==> src/verilog/timing_sel_regs.vh <==
`ifndef TIMING_SEL_REGS_VH
`define TIMING_SEL_REGS_VH

// ----------------------------------------
// clock and timing
// ----------------------------------------
`define CLK_FREQ_HZ       200000000
`define REC_TIME_MS       1000
`define REC_CYCLES        ((`CLK_FREQ_HZ / 1000) * `REC_TIME_MS)
`define REC_CNT_W         28
`define LOS_CYCLES        64
`define PER_W             16
`define DIV_RATIO         12
`define FREE_HALF_PERIOD  1563
`define BPV_WINDOW        1024
`define BPV_TOL           4
`define BPV_CNT_W         11

// ----------------------------------------
// input option switch bit positions
// ----------------------------------------
`define OPT_TYPE_BIT      0
`define OPT_FRAMING_BIT   1
`define OPT_CODING_BIT    2
`define OPT_DIGROUP_BIT   3

// ----------------------------------------
// oscillator modes
// ----------------------------------------
`define MODE_INPUT        2'h0
`define MODE_HOLDOVER     2'h1
`define MODE_FREERUN      2'h2

// ----------------------------------------
// reset values
// ----------------------------------------
`define PERIOD_RESET      16'h0020
`define SEL_RESET         1'b0

`endif

==> src/verilog/timing_reference_selector.v <==
// Operation
// - recover timing from DS-1C mode 2, DS-1 ESF/D4, or composite clock
// - watch framing and continuity; only good inputs may serve as source
// - composite clock bypasses recovery loop; DS-1/DS-1C go through it
// - on dual input loss enter configured holdover or free-run mode
// - holdover keeps oscillator at last good input frequency
// - restored input during holdover: relock and take timing from it
// - free-run uses factory reference on dual loss; violation density change fails composite input
// - composite input restored in free-run: drop factory reference, use input
// - automatic and manual reference changes cause no output discontinuity
// - recovery from holdover or free-run is hitless too
// - two dedicated output tap pairs, one per auxiliary panel
// - option switch 1: open DS-1C, closed DS-1
// - option switch 2: open ESF, closed D4 framing
// - option switch 3: open B8ZS coding, closed no B8ZS
// - option switch 4: open di-group B, closed di-group A
// - mode switch: holdover setting or free-run setting
// - restored input must stay good one second; corruption restarts wait
// - one shared selection state names input A or B as source
`timescale 1ns/1ps
`include "timing_sel_regs.vh"

module timing_reference_selector #(
    parameter REC_CYCLES = `REC_CYCLES,
    parameter LOS_CYCLES = `LOS_CYCLES,
    parameter DIV_RATIO  = `DIV_RATIO,
    parameter FREE_HALF  = `FREE_HALF_PERIOD
) (
    // clock and reset
    input  wire       REF_CLK,
    input  wire       RESET_N,
    // redundant reference inputs A and B
    input  wire       IN_A_CLK,
    input  wire       IN_B_CLK,
    input  wire       IN_A_FRAME_ERR,
    input  wire       IN_B_FRAME_ERR,
    input  wire       IN_A_BPV,
    input  wire       IN_B_BPV,
    // configuration switches
    input  wire [3:0] INPUT_OPTION_SWITCH,
    input  wire       FAILOVER_MODE_SWITCH,
    input  wire       COMPOSITE_CLOCK_INPUT,
    input  wire       TRANSFER_REQ_N,
    // line interface configuration
    output reg        LIU_DS1C,
    output reg        LIU_ESF,
    output reg        LIU_B8ZS,
    output reg        LIU_SECOND_DIGROUP,
    // dual-rail timing to distributor packs
    output reg        DR_POS,
    output reg        DR_NEG,
    // auxiliary panel taps
    output reg        AUX1_POS,
    output reg        AUX1_NEG,
    output reg        AUX2_POS,
    output reg        AUX2_NEG,
    // status to shelf alarm unit
    output reg        SOURCE_IS_B,
    output reg [1:0]  MODE_STATUS,
    output reg        ALARM_IN_FAIL_A,
    output reg        ALARM_IN_FAIL_B,
    output reg        ALARM_DUAL_FAIL
);

    // ----------------------------------------
    // reset release
    // ----------------------------------------
    reg rst_s1_q;
    reg rst_n;

    always @(posedge REF_CLK or negedge RESET_N) begin
        if (!RESET_N) begin
            rst_s1_q <= 1'b0;
            rst_n    <= 1'b0;
        end else begin
            rst_s1_q <= 1'b1;
            rst_n    <= rst_s1_q;
        end
    end

    // ----------------------------------------
    // pin synchronisers
    // ----------------------------------------
    wire [6:0] pin_raw = {TRANSFER_REQ_N, COMPOSITE_CLOCK_INPUT, FAILOVER_MODE_SWITCH,
                          IN_B_BPV, IN_A_BPV, IN_B_FRAME_ERR, IN_A_FRAME_ERR};
    reg  [6:0] pin_s1_q;
    reg  [6:0] pin_q;
    reg  [3:0] opt_s1_q;
    reg  [3:0] opt_q;
    reg  [1:0] bpv_d1_q;
    reg        xfer_d1_q;

    always @(posedge REF_CLK or negedge rst_n) begin
        if (!rst_n) begin
            // button idles high, so reset must not fake a press
            pin_s1_q  <= 7'h40;
            pin_q     <= 7'h40;
            opt_s1_q  <= 4'h0;
            opt_q     <= 4'h0;
            bpv_d1_q  <= 2'h0;
            xfer_d1_q <= 1'b1;
        end else begin
            pin_s1_q  <= pin_raw;
            pin_q     <= pin_s1_q;
            opt_s1_q  <= INPUT_OPTION_SWITCH;
            opt_q     <= opt_s1_q;
            bpv_d1_q  <= pin_q[3:2];
            xfer_d1_q <= pin_q[6];
        end
    end

    wire [1:0] frame_err    = pin_q[1:0];
    wire [1:0] bpv_p        = pin_q[3:2] & ~bpv_d1_q;
    wire       holdover_cfg = pin_q[4];
    wire       cc_mode      = pin_q[5];
    wire       xfer_p       = xfer_d1_q & ~pin_q[6];

    // ----------------------------------------
    // per-input monitoring and recognition
    // ----------------------------------------
    wire [1:0]        in_clk = {IN_B_CLK, IN_A_CLK};
    wire [1:0]        in_edge;
    wire [1:0]        in_active;
    wire [2*`PER_W-1:0] in_period;
    wire [1:0]        in_ok;
    wire [1:0]        good;

    genvar gi;
    generate
        for (gi = 0; gi < 2; gi = gi + 1) begin : g_in
            reg [`BPV_CNT_W-1:0] win_q;
            reg [`BPV_CNT_W-1:0] bpv_cnt_q;
            reg [`BPV_CNT_W-1:0] bpv_prev_q;
            reg                  shift_q;
            wire [`BPV_CNT_W-1:0] diff = (bpv_cnt_q > bpv_prev_q) ? bpv_cnt_q - bpv_prev_q
                                                                  : bpv_prev_q - bpv_cnt_q;

            edge_monitor #(
                .PER_W      (`PER_W),
                .LOS_CYCLES (LOS_CYCLES)
            ) u_mon (
                .clk     (REF_CLK),
                .rst_n   (rst_n),
                .link_in (in_clk[gi]),
                .edge_p  (in_edge[gi]),
                .active  (in_active[gi]),
                .period  (in_period[gi*`PER_W +: `PER_W])
            );

            // violation density per window, compared with the last window
            always @(posedge REF_CLK or negedge rst_n) begin
                if (!rst_n) begin
                    win_q      <= {`BPV_CNT_W{1'b0}};
                    bpv_cnt_q  <= {`BPV_CNT_W{1'b0}};
                    bpv_prev_q <= {`BPV_CNT_W{1'b0}};
                    shift_q    <= 1'b0;
                end else begin
                    shift_q <= 1'b0;
                    // violation pulse leads the synced line edge by a cycle
                    if (bpv_p[gi]) begin
                        bpv_cnt_q <= bpv_cnt_q + 1'b1;
                    end
                    if (in_edge[gi]) begin
                        if (win_q == `BPV_WINDOW - 1) begin
                            win_q      <= {`BPV_CNT_W{1'b0}};
                            bpv_prev_q <= bpv_cnt_q;
                            bpv_cnt_q  <= {`BPV_CNT_W{1'b0}};
                            shift_q    <= (diff > `BPV_TOL);
                        end else begin
                            win_q <= win_q + 1'b1;
                        end
                    end
                end
            end

            // framing checked only for DS-1/DS-1C; composite needs presence
            assign in_ok[gi] = in_active[gi] & (cc_mode | ~frame_err[gi]) & ~(cc_mode & shift_q);

            // one second recognition, restarted on corruption
            qualify_timer #(
                .CNT_W      (`REC_CNT_W),
                .REC_CYCLES (REC_CYCLES)
            ) u_qual (
                .clk   (REF_CLK),
                .rst_n (rst_n),
                .ok    (in_ok[gi]),
                .good  (good[gi])
            );
        end
    endgenerate

    // ----------------------------------------
    // source selection and oscillator mode
    // ----------------------------------------
    reg       sel_q;
    reg       sel_d;
    reg [1:0] mode_q;
    reg [1:0] mode_d;
    wire      any_good = good[0] | good[1];

    always @* begin
        sel_d  = sel_q;
        mode_d = mode_q;
        case (mode_q)
            `MODE_INPUT: begin
                // dual loss picks the configured failure mode
                if (!any_good) begin
                    mode_d = holdover_cfg ? `MODE_HOLDOVER : `MODE_FREERUN;
                end
            end
            `MODE_HOLDOVER: begin
                if (any_good) begin
                    mode_d = `MODE_INPUT;
                end
            end
            `MODE_FREERUN: begin
                // restored composite input replaces factory reference
                if (any_good) begin
                    mode_d = `MODE_INPUT;
                end
            end
            default: begin
                mode_d = `MODE_INPUT;
            end
        endcase
        // single source, automatic or manual transfer to a good input
        if (good[~sel_q] && (!good[sel_q] || xfer_p)) begin
            sel_d = ~sel_q;
        end
    end

    always @(posedge REF_CLK or negedge rst_n) begin
        if (!rst_n) begin
            sel_q  <= `SEL_RESET;
            mode_q <= `MODE_INPUT;
        end else begin
            sel_q  <= sel_d;
            mode_q <= mode_d;
        end
    end

    // ----------------------------------------
    // oscillator: held period and divider
    // ----------------------------------------
    reg  [`PER_W-1:0]   period_q;
    reg  [`PER_W+7:0]   div_cnt_q;
    wire [`PER_W-1:0]   sel_period = sel_q ? in_period[2*`PER_W-1:`PER_W] : in_period[`PER_W-1:0];
    wire                sel_edge   = sel_q ? in_edge[1] : in_edge[0];
    wire [`PER_W+1:0]   avg_sum    = {2'b00, period_q} + {1'b0, period_q, 1'b0} + {2'b00, sel_period};
    wire [`PER_W+7:0]   lock_half  = period_q * DIV_RATIO[7:0];
    wire [`PER_W+7:0]   target     = (mode_q == `MODE_FREERUN) ? FREE_HALF[`PER_W+7:0] : lock_half;
    wire                bypass     = cc_mode & (mode_q == `MODE_INPUT);
    reg                 tick;

    always @(posedge REF_CLK or negedge rst_n) begin
        if (!rst_n) begin
            period_q <= `PERIOD_RESET;
        end else if (sel_edge && good[sel_q] && mode_q == `MODE_INPUT) begin
            // updates stop outside input mode, so holdover keeps the last value
            // slow averaging slews the frequency, never steps the phase
            period_q <= avg_sum[`PER_W+1:2];
        end
    end

    always @* begin
        // composite clock drives the generator directly
        if (bypass) begin
            tick = sel_edge;
        end else begin
            tick = (div_cnt_q >= target - 1'b1);
        end
    end

    // divider phase carries across every mode change
    always @(posedge REF_CLK or negedge rst_n) begin
        if (!rst_n) begin
            div_cnt_q <= {(`PER_W+8){1'b0}};
        end else if (tick) begin
            div_cnt_q <= {(`PER_W+8){1'b0}};
        end else begin
            div_cnt_q <= div_cnt_q + 1'b1;
        end
    end

    // ----------------------------------------
    // dual-rail generator and taps
    // ----------------------------------------
    reg out_clk_q;
    reg rail_q;

    always @(posedge REF_CLK or negedge rst_n) begin
        if (!rst_n) begin
            out_clk_q <= 1'b0;
            rail_q    <= 1'b0;
            DR_POS    <= 1'b0;
            DR_NEG    <= 1'b0;
            AUX1_POS  <= 1'b0;
            AUX1_NEG  <= 1'b0;
            AUX2_POS  <= 1'b0;
            AUX2_NEG  <= 1'b0;
        end else begin
            if (tick) begin
                out_clk_q <= ~out_clk_q;
                if (out_clk_q) begin
                    rail_q <= ~rail_q;
                end
            end
            DR_POS   <= out_clk_q & ~rail_q;
            DR_NEG   <= out_clk_q & rail_q;
            // independent tap pair per auxiliary panel
            AUX1_POS <= out_clk_q & ~rail_q;
            AUX1_NEG <= out_clk_q & rail_q;
            AUX2_POS <= out_clk_q & ~rail_q;
            AUX2_NEG <= out_clk_q & rail_q;
        end
    end

    // ----------------------------------------
    // configuration and status outputs
    // ----------------------------------------
    always @(posedge REF_CLK or negedge rst_n) begin
        if (!rst_n) begin
            LIU_DS1C           <= 1'b0;
            LIU_ESF            <= 1'b0;
            LIU_B8ZS           <= 1'b0;
            LIU_SECOND_DIGROUP <= 1'b0;
            SOURCE_IS_B        <= `SEL_RESET;
            MODE_STATUS        <= `MODE_INPUT;
            ALARM_IN_FAIL_A    <= 1'b0;
            ALARM_IN_FAIL_B    <= 1'b0;
            ALARM_DUAL_FAIL    <= 1'b0;
        end else begin
            LIU_DS1C           <= opt_q[`OPT_TYPE_BIT];
            LIU_ESF            <= opt_q[`OPT_FRAMING_BIT];
            LIU_B8ZS           <= opt_q[`OPT_CODING_BIT];
            LIU_SECOND_DIGROUP <= opt_q[`OPT_DIGROUP_BIT];
            SOURCE_IS_B        <= sel_q;
            MODE_STATUS        <= mode_q;
            ALARM_IN_FAIL_A    <= ~good[0];
            ALARM_IN_FAIL_B    <= ~good[1];
            ALARM_DUAL_FAIL    <= (mode_q != `MODE_INPUT);
        end
    end

endmodule

==> src/verilog/edge_monitor.v <==
`timescale 1ns/1ps
`include "timing_sel_regs.vh"

module edge_monitor #(
    parameter PER_W      = `PER_W,
    parameter LOS_CYCLES = `LOS_CYCLES
) (
    // clock and reset
    input  wire             clk,
    input  wire             rst_n,
    // link clock pin
    input  wire             link_in,
    // detected activity
    output reg              edge_p,
    output reg              active,
    output reg  [PER_W-1:0] period
);

    reg             s1_q;
    reg             s2_q;
    reg             s3_q;
    reg [PER_W-1:0] cnt_q;

    wire rise = s2_q & ~s3_q;

    always @(posedge clk or negedge rst_n) begin
        if (!rst_n) begin
            s1_q   <= 1'b0;
            s2_q   <= 1'b0;
            s3_q   <= 1'b0;
            cnt_q  <= {PER_W{1'b0}};
            edge_p <= 1'b0;
            active <= 1'b0;
            period <= `PERIOD_RESET;
        end else begin
            s1_q   <= link_in;
            s2_q   <= s1_q;
            s3_q   <= s2_q;
            edge_p <= rise;
            if (rise) begin
                period <= cnt_q + 1'b1;
                cnt_q  <= {PER_W{1'b0}};
                active <= 1'b1;
            end else if (cnt_q == LOS_CYCLES[PER_W-1:0] - 1'b1) begin
                // continuity lost: no edge within the window
                active <= 1'b0;
            end else begin
                cnt_q <= cnt_q + 1'b1;
            end
        end
    end

endmodule

==> src/verilog/qualify_timer.v <==
`timescale 1ns/1ps
`include "timing_sel_regs.vh"

module qualify_timer #(
    parameter CNT_W      = `REC_CNT_W,
    parameter REC_CYCLES = `REC_CYCLES
) (
    // clock and reset
    input  wire clk,
    input  wire rst_n,
    // raw health and qualified result
    input  wire ok,
    output reg  good
);

    reg [CNT_W-1:0] cnt_q;

    always @(posedge clk or negedge rst_n) begin
        if (!rst_n) begin
            cnt_q <= {CNT_W{1'b0}};
            good  <= 1'b0;
        end else if (!ok) begin
            // any corruption restarts the whole recognition wait
            cnt_q <= {CNT_W{1'b0}};
            good  <= 1'b0;
        end else if (!good) begin
            if (cnt_q == REC_CYCLES[CNT_W-1:0] - 1'b1) begin
                good <= 1'b1;
            end else begin
                cnt_q <= cnt_q + 1'b1;
            end
        end
    end

endmodule

==> config.mk <==
export PLATFORM = sky130hd
export DESIGN_NAME = timing_reference_selector
export DESIGN_NICKNAME = d
export VERILOG_FILES = /design/src/verilog/timing_reference_selector.v /design/src/verilog/edge_monitor.v /design/src/verilog/qualify_timer.v
export VERILOG_INCLUDE_DIRS = /design/src /design/src/verilog
export SDC_FILE = /design/constraint.sdc
export NUM_CORES = 1
export LEC_CHECK = 0
export ABC_CLOCK_PERIOD_IN_PS = 10840
export BUFFER_PORTS_ARGS = -buffer_cell sky130_fd_sc_hd__buf_2
export CORE_UTILIZATION = 64
export DETAILED_ROUTE_END_ITERATION = 8
export PLACE_DENSITY = 0.92
export SETUP_SLACK_MARGIN = 0.2
export SKIP_CTS_REPAIR_TIMING = 1
export SYNTH_ARGS = -nofsm -noshare
export SYNTH_HDL_FRONTEND = slang
export SYNTH_SLANG_ARGS = --single-unit
export TNS_END_PERCENT = 5
==> constraint.sdc <==
create_clock -name REF_CLK -period 10.84 [get_ports REF_CLK]
set_input_delay 0.542 -clock REF_CLK [delete_from_list [all_inputs] [get_ports REF_CLK]]
set_output_delay 0.542 -clock REF_CLK [all_outputs]
set_load 0.01 [all_outputs]
# [Yosys cells after proc, flatten, opt, wreduce, memory -nomap -nowiden]
# Index checks and enable logic that the tools add are counted.
[totals] ff_bits=284 output_inout_bits=16 wordCells=183 inputBits=15
[classes] mul=1 addsub=16 n_bitwise=29 n_eq_ne=16 mux=47 reduce_logical=16 magnitude_cmp=7
[ops] op="28-bit 2-to-1 mux" count=6
[ops] op="11-bit 2-to-1 mux" count=10
[ops] op="16-bit 2-to-1 mux" count=5
[ops] op="28-bit by 1-bit adder with 28-bit output, second input constant" count=2
[ops] op="28-bit equality test, second input constant" count=2
[ops] op="11-bit by 1-bit adder with 11-bit output, second input constant" count=4
[ops] op="11-bit subtractor" count=4
[ops] op="16-bit by 1-bit adder with 16-bit output, second input constant" count=2
[ops] op="16-bit by 6-bit equality test with 1-bit output, second input constant" count=2
[ops] op="24-bit by 1-bit adder with 24-bit output, second input constant" count=1
[ops] op="24-bit greater-or-equal comparator" count=1
[ops] op="24-bit 2-to-1 mux" count=1
[ops] op="11-bit by 10-bit equality test with 1-bit output, second input constant" count=2
[ops] op="11-bit greater-than comparator" count=2
[ops] op="11-bit by 3-bit greater-than comparator with 1-bit output, second input constant" count=2
[ops] op="20-bit by 1-bit subtractor with 21-bit output, second input constant" count=1
[ops] op="1-bit 2-to-1 mux" count=20
[ops] op="20-bit 2-to-1 mux" count=1
[ops] op="16-bit by 17-bit adder with 18-bit output" count=1
[ops] op="18-bit by 16-bit adder with 18-bit output" count=1
[ops] op="16-bit by 2-bit multiplier with 18-bit output, second input constant" count=1
[ops] op="1-bit bitwise AND" count=12
[ops] op="1-bit NOT" count=12
[ops] op="2-bit AND reduction" count=6
[ops] op="other kinds (16)" count=31

# [Logic depth before layout (Yosys ltp)]
[logic_depth] ltp_word=6 mapped_depth=22 depth_no_buf=22

# [Cells and area by module]
# A second synthesis with hierarchy kept.
[unflattened] cells_unflattened=1815 hier_area_um2=17440.5
[by_module_without_submodules] mod="timing_reference_selector" area_each_um2=10936.7 seq_area_each_um2=3808.7 instances=1 cells_per_inst=1209
[by_module_without_submodules] mod="qualify_timer" area_each_um2=1675.4 seq_area_each_um2=725.7 instances=2 cells_per_inst=162
[by_module_without_submodules] mod="edge_monitor" area_each_um2=1576.5 seq_area_each_um2=927.1 instances=2 cells_per_inst=141

# [Worst setup path after synthesis]
# OpenSTA, ideal clock, no wires.
[synth_path] kind="reg-to-reg" start="reg period_q[1]" end="reg div_cnt_q[14]" arrival_time_ns=4.845 stages_incl_launch_ff=22 synth_period_minus_slack_ns=4.977 path_slack_ns=5.863 setup_time_ns=0.132 n_path_buf=1 t_required_ns=10.708 cell_sequence="dfrtp_1 ha_1 inv_1 fa_1 and2b_2 o22ai_1 xnor2_1 nor4_4 o2111ai_4 nor2b_4 nand4bb_1 nor4b_2 nand2_1 ha_1 and4_1 nand3_1 a2111oi_0 a21oi_1 a31o_2 a32oi_1 clkbuf_1 nor2_1"
[synth_via] elab_chain_cells=6
[synth_lines] element="start: declaration" line="timing_reference_selector.v:245" text="reg [`PER_W-1:0] period_q;"
[synth_lines] element="start signal: assignment" line="timing_reference_selector.v:257" text="period_q <= `PERIOD_RESET;"
[synth_lines] element="start signal: assignment" line="timing_reference_selector.v:261" text="period_q <= avg_sum[`PER_W+1:2];"
[synth_lines] element="16-bit by 2-bit multiplier with 18-bit output" line="timing_reference_selector.v:250" text="wire [`PER_W+7:0] lock_half = period_q * DIV_RATIO[7:0];"
[synth_lines] element="20-bit 2-to-1 mux" line="timing_reference_selector.v:251" text="wire [`PER_W+7:0] target = (mode_q == `MODE_FREERUN) ? FREE_HALF[`PER_W+7:0] : lock_half;"
[synth_lines] element="20-bit by 1-bit subtractor with 21-bit output" line="timing_reference_selector.v:270" text="tick = (div_cnt_q >= target - 1'b1);"
[synth_lines] element="24-bit greater-or-equal comparator" line="timing_reference_selector.v:270"
[synth_lines] element="1-bit 2-to-1 mux" line="timing_reference_selector.v:267" text="if (bypass) begin"
[synth_lines] element="24-bit 2-to-1 mux" line="timing_reference_selector.v:278" text="end else if (tick) begin"
[synth_lines] element="end signal: assignment" line="timing_reference_selector.v:277" text="div_cnt_q <= {(`PER_W+8){1'b0}};"
[synth_lines] element="end signal: assignment" line="timing_reference_selector.v:279" text="div_cnt_q <= {(`PER_W+8){1'b0}};"
[synth_lines] element="end signal: assignment" line="timing_reference_selector.v:281" text="div_cnt_q <= div_cnt_q + 1'b1;"
[synth_lines] element="end: declaration" line="timing_reference_selector.v:246" text="reg [`PER_W+7:0] div_cnt_q;"
# Every way passes these cells.
# A chain may end at the register's enable or synchronous reset.

# [Worst setup path in the final report]
[layout_path] start="reg mode_q[0]" end="reg rail_q"
[layout_via] elab_chain_cells=6 elab_cells_between_ends=8 cone_classes="add/sub: 1; order compare: 1; eq/ne: 1; mux: 2; bitwise: 1; reduce/logical: 2"
[layout_lines] element="start: declaration" line="timing_reference_selector.v:197" text="reg [1:0] mode_q;"
[layout_lines] element="start signal: assignment" line="timing_reference_selector.v:235" text="mode_q <= `MODE_INPUT;"
[layout_lines] element="start signal: assignment" line="timing_reference_selector.v:238" text="mode_q <= mode_d;"
[layout_lines] element="2-bit equality test"
[layout_lines] element="20-bit 2-to-1 mux" line="timing_reference_selector.v:251"
[layout_lines] element="20-bit by 1-bit subtractor with 21-bit output" line="timing_reference_selector.v:270"
[layout_lines] element="24-bit greater-or-equal comparator" line="timing_reference_selector.v:270"
[layout_lines] element="1-bit 2-to-1 mux *" line="timing_reference_selector.v:267"
[layout_lines] element="2-bit AND reduction (no line) *"
[layout_lines] element="end signal: assignment" line="timing_reference_selector.v:305" text="rail_q <= ~rail_q;"
[layout_lines] element="end: declaration" line="timing_reference_selector.v:289" text="reg rail_q;"
# Every way passes the cells marked *; elsewhere a longest branch is shown, timed or not.

==> summary.md <==
| Metric | Value |
|---|---|
| Mux cell area share after synthesis | `2.13%` |
| Worst hold path class | `in2reg` |
| Post-route DRC | `0` |
| Critical Path Start Type | `register` |
| Switching part of the total | `31.4%` |
| Crit Reg-Reg Endpoint | `rail_q$_DFFE_PN0P_` |
| Yosys reg bits | `284` |
| Switching power | `1.01 mW` |
| Routability cong. | `0.891` |
| Setup crit end | `rail_q$_DFFE_PN0P_` |
| Worst R2R Path Depth | `21` |
| Outcome | `finished clean` |
| Sequential fraction of the synthesis area | `42.8%` |
| Worst R2R Start | `mode_q[0]$_DFFE_PN0P_` |
| Final WL | `36600 µm` |
| Core Area | `between 0.02 and 0.03 mm²` |
| Clock power share | `35.0%` |
| WHS | `0.0641 ns` |
| Setup TNS | `0 ns` |
| FF-to-FF setup slack | `5.18 ns` |
| Worst-path clk slew | `0.07 ns` |
| FP Rows | `58` |
| Worst path depth | `21` |
| First drt pass iteration count | `5` |
| Most common cell after layout, fill and taps aside | `dfrtp_1` |
| Largest net degree at the start of global routing | `190` |
| Leakage | `8.33 nW` |
| Avg WL per Cell | `17.3 µm` |
| DRT iter0 DRCs | `roughly 1100` |
| M1 GR Usage | `36.7%` |
| Ys async rst share | `100%` |
| Maximum vdd drop | `between 0.00015 and 0.0002 V` |
| Clk_lat worst skew | `approximately 0.58 ns` |
| Die area | `0.0266 mm²` |
| Final setup fails | `0` |
| CP delay by family, top | `simple AND/OR/NAND/NOR gates` |
| Power share of the combinational group | `about a quarter` |
| Post-synth net total | `1896` |
| CP max stage cell | `ha_1` |
| Reg power frac | `39.2%` |
| Post-synthesis xor/xnor area fraction | `9.38%` |
| Hold Fails Final Rpt | `0` |
| CP bufs+invs | `2` |
| Via count | `approximately 13000` |
| Critical path class | `reg2reg` |
| Worst hold path stage count | `1` |
| Die width | `163 µm` |
| Root Buffer | `clkbuf_16` |
| Post-synthesis compound-gate area fraction | `12.0%` |
| Antenna violations before repair | `0` |
| Top_reg_cell synth | `dfrtp_1` |
| Final net count | `1906` |
| # IOs | `31` |
| Power Density | `179 mW/mm²` |
| Crit Path Max Fanout | `26` |
| Multi-input combinational cell area | `~0.009 mm²` |
| Crit path required time | `11.27 ns` |
| Worst Max-Slew Pin Slew | `1.16 ns` |
| Drt via density | `6.13` |
| # diodes | `0` |
| Synth warn | `0` |
| Slew Viols, Final | `0` |
| Clock buffer depth | `3` |
| Most frequent cells in the layout | `277 x dfrtp_1, 211 x nor2_1, 174 x nand2_1, 120 x o21ai_0, 107 x ha_1` |
| Rel. slew slack | `22.7%` |
| CP Cell Sequence | `inv_1 -> ha_1 -> nor2_1 -> a311oi_1 -> o211ai_1 -> nor4_4 -> o2111ai_4 -> nor2b_4 -> nand4bb_1 -> nor4b_2 -> nand2_1 -> ha_1 -> and4_1 -> nand3_1 -> a2111oi_0 -> a21oi_1 -> a31o_2 -> a32oi_1 -> buf_4 -> nand2_1 -> xnor2_1` |
| Yosys top cell area share | `41.9%` |
| Share of cells above drive strength 1 | `8.34%` |
| GRT met2 Usage | `48.7%` |
| CP Launch Point | `mode_q[0]$_DFFE_PN0P_` |
| Crit path capture type | `register` |
| CTS tree | `done` |
| HPWL Detailed | `about 24000 µm` |
| MaxCap Viol Count | `0` |
| Gr busiest metal | `met2` |
| EDFF count, synth | `0` |
| Syn Inst Count | `1753` |
| Fin crit share | `52.2%` |
| Grt ovf | `0` |
| Post-route minimum period | `5.66 ns` |
| Starting Density | `65.6%` |
| Port bufs | `30` |
| Ranking of synthesized cells by area | `dfrtp_1 42%, ha_1 8.1%, xnor2_1 4.8%` |
| Post-Synth Simple-Gate Area | `19.6%` |
| Fmax | `177 MHz` |
| Largest family of logic cells by synthesized area | `simple AND/OR/NAND/NOR gates` |
| Fill count | `between 1500 and 2000` |
| Vias in the first global route | `13026` |
| Adder-Cell Fraction of Synth Area | `10.6%` |
| Syn_area_per_cell | `between 9 and 10 µm²` |
| Hold path start | `TRANSFER_REQ_N` |
| Post-synthesis cell type count | `91` |
| Setup Skew | `between 0.03 and 0.04 ns` |
| Largest incremental delay on the critical path | `approximately 0.7 ns` |
| Sink Count | `~280` |
| Internal | `2.22 mW` |
| CP Data Arrival Time | `6.09 ns` |
| Gr usage total | `28.5%` |
| CTS Buf Count | `30` |
| Die height | `between 150 and 200 µm` |
| Post-synth top area cell | `dfrtp_1` |
| First-pass GRT wire length | `around 62000 µm` |
| Seq. cell area | `between 0.007 and 0.008 mm²` |
| Antenna Violating Nets Remaining | `0` |
| Post-Syn Area | `0.0166 mm²` |
| Area Overhead vs Synth | `8.88%` |
| GRT met3 Usage | `under 10%` |
| RSZ-0062 raised after global routing | `no` |
| H-tree level count | `1` |
==> synth_stat cells (all sizes together), types with 21 or more instances <==
cell,instances
a21oi,67
clkbuf,48
dfrtp,278
fa,21
ha,107
inv,79
nand2,174
nand3,71
nand4,41
nor2,211
nor3,31
o21ai,123
xnor2,92
xor2,86
==> how the worst min path moves through the flow <==
stage,to,slack [ns]
2_1_floorplan,rst_n$_DFF_PN0_,0.25
3_3_place_gp,rst_s1_q$_DFF_PN0_,0.33
3_5_place_dp,rst_s1_q$_DFF_PN0_,0.33
4_1_cts,rst_n$_DFF_PN0_,-0.27
5_1_grt,pin_s1_q[6]$_DFF_PN1_,0.06
6_report,pin_s1_q[6]$_DFF_PN1_,0.06
==> state kept, by name, indices dropped and copies added (netlist names), 4 cells and up <==
name               count
period_q              16
pin_s1_q               7
opt_q                  4
g_in.win_q            22
opt_s1_q               4
g_in.u_mon.cnt_q      32
div_cnt_q             24
g_in.u_mon.period     32
pin_q                  7
g_in.bpv_cnt_q        22
g_in.u_qual.cnt_q     56
g_in.bpv_prev_q       22
==> cell families after synthesis <==
family / count (synthesis)
AOI/OAI and AO/OA: 315
xor gates and xnor gates: 178
adders and majority gates: 128
buffers and inverters: 141
DFF: 284
muxes: 33
other: 1
and+or+nand+nor: 673
==> area by class of cell <==
class,instances,area share [%]
multi-input cells,1328,49.4
clock inverters,19,1.63
well taps,330,2.28
clock buffers,37,4.46
repair buffers,37,1.20
flip-flops and latches,284,39.3
inverters,82,1.70
==> metal layers <==
layer / wire (µm) / share of wire (%)
met5: 0 / 0
met4: 1040 / 2.8
met3: 2000 / 5.5
met2: 18300 / 50
met1: 15300 / 42
==> per-stage QoR <==
stage	power, mW	area (µm²)	util [%]	std cells	setup WS [ns]
2_1_floorplan	1.92	16600	-	1753	2.35
3_3_place_gp	2.05	17000	67.1	2060	5.71
3_5_place_dp	2.09	17000	67.1	2060	5.35
4_1_cts	3.24	18100	71.4	2116	5.31
5_1_grt	3.42	18100	71.4	2117	4.90
6_report	3.23	18100	71.4	2117	5.18
==> power groups by stage <==
stage,sequential [mW],clock (mW),combinational (mW)
6_report,1.27,1.13,0.833
5_1_grt,1.28,1.20,0.940
4_1_cts,1.27,1.15,0.828
3_5_place_dp,1.28,0,0.813
3_3_place_gp,1.27,0,0.773
2_1_floorplan,1.27,0,0.644
Note: power is estimated with default switching activity, not from simulation.
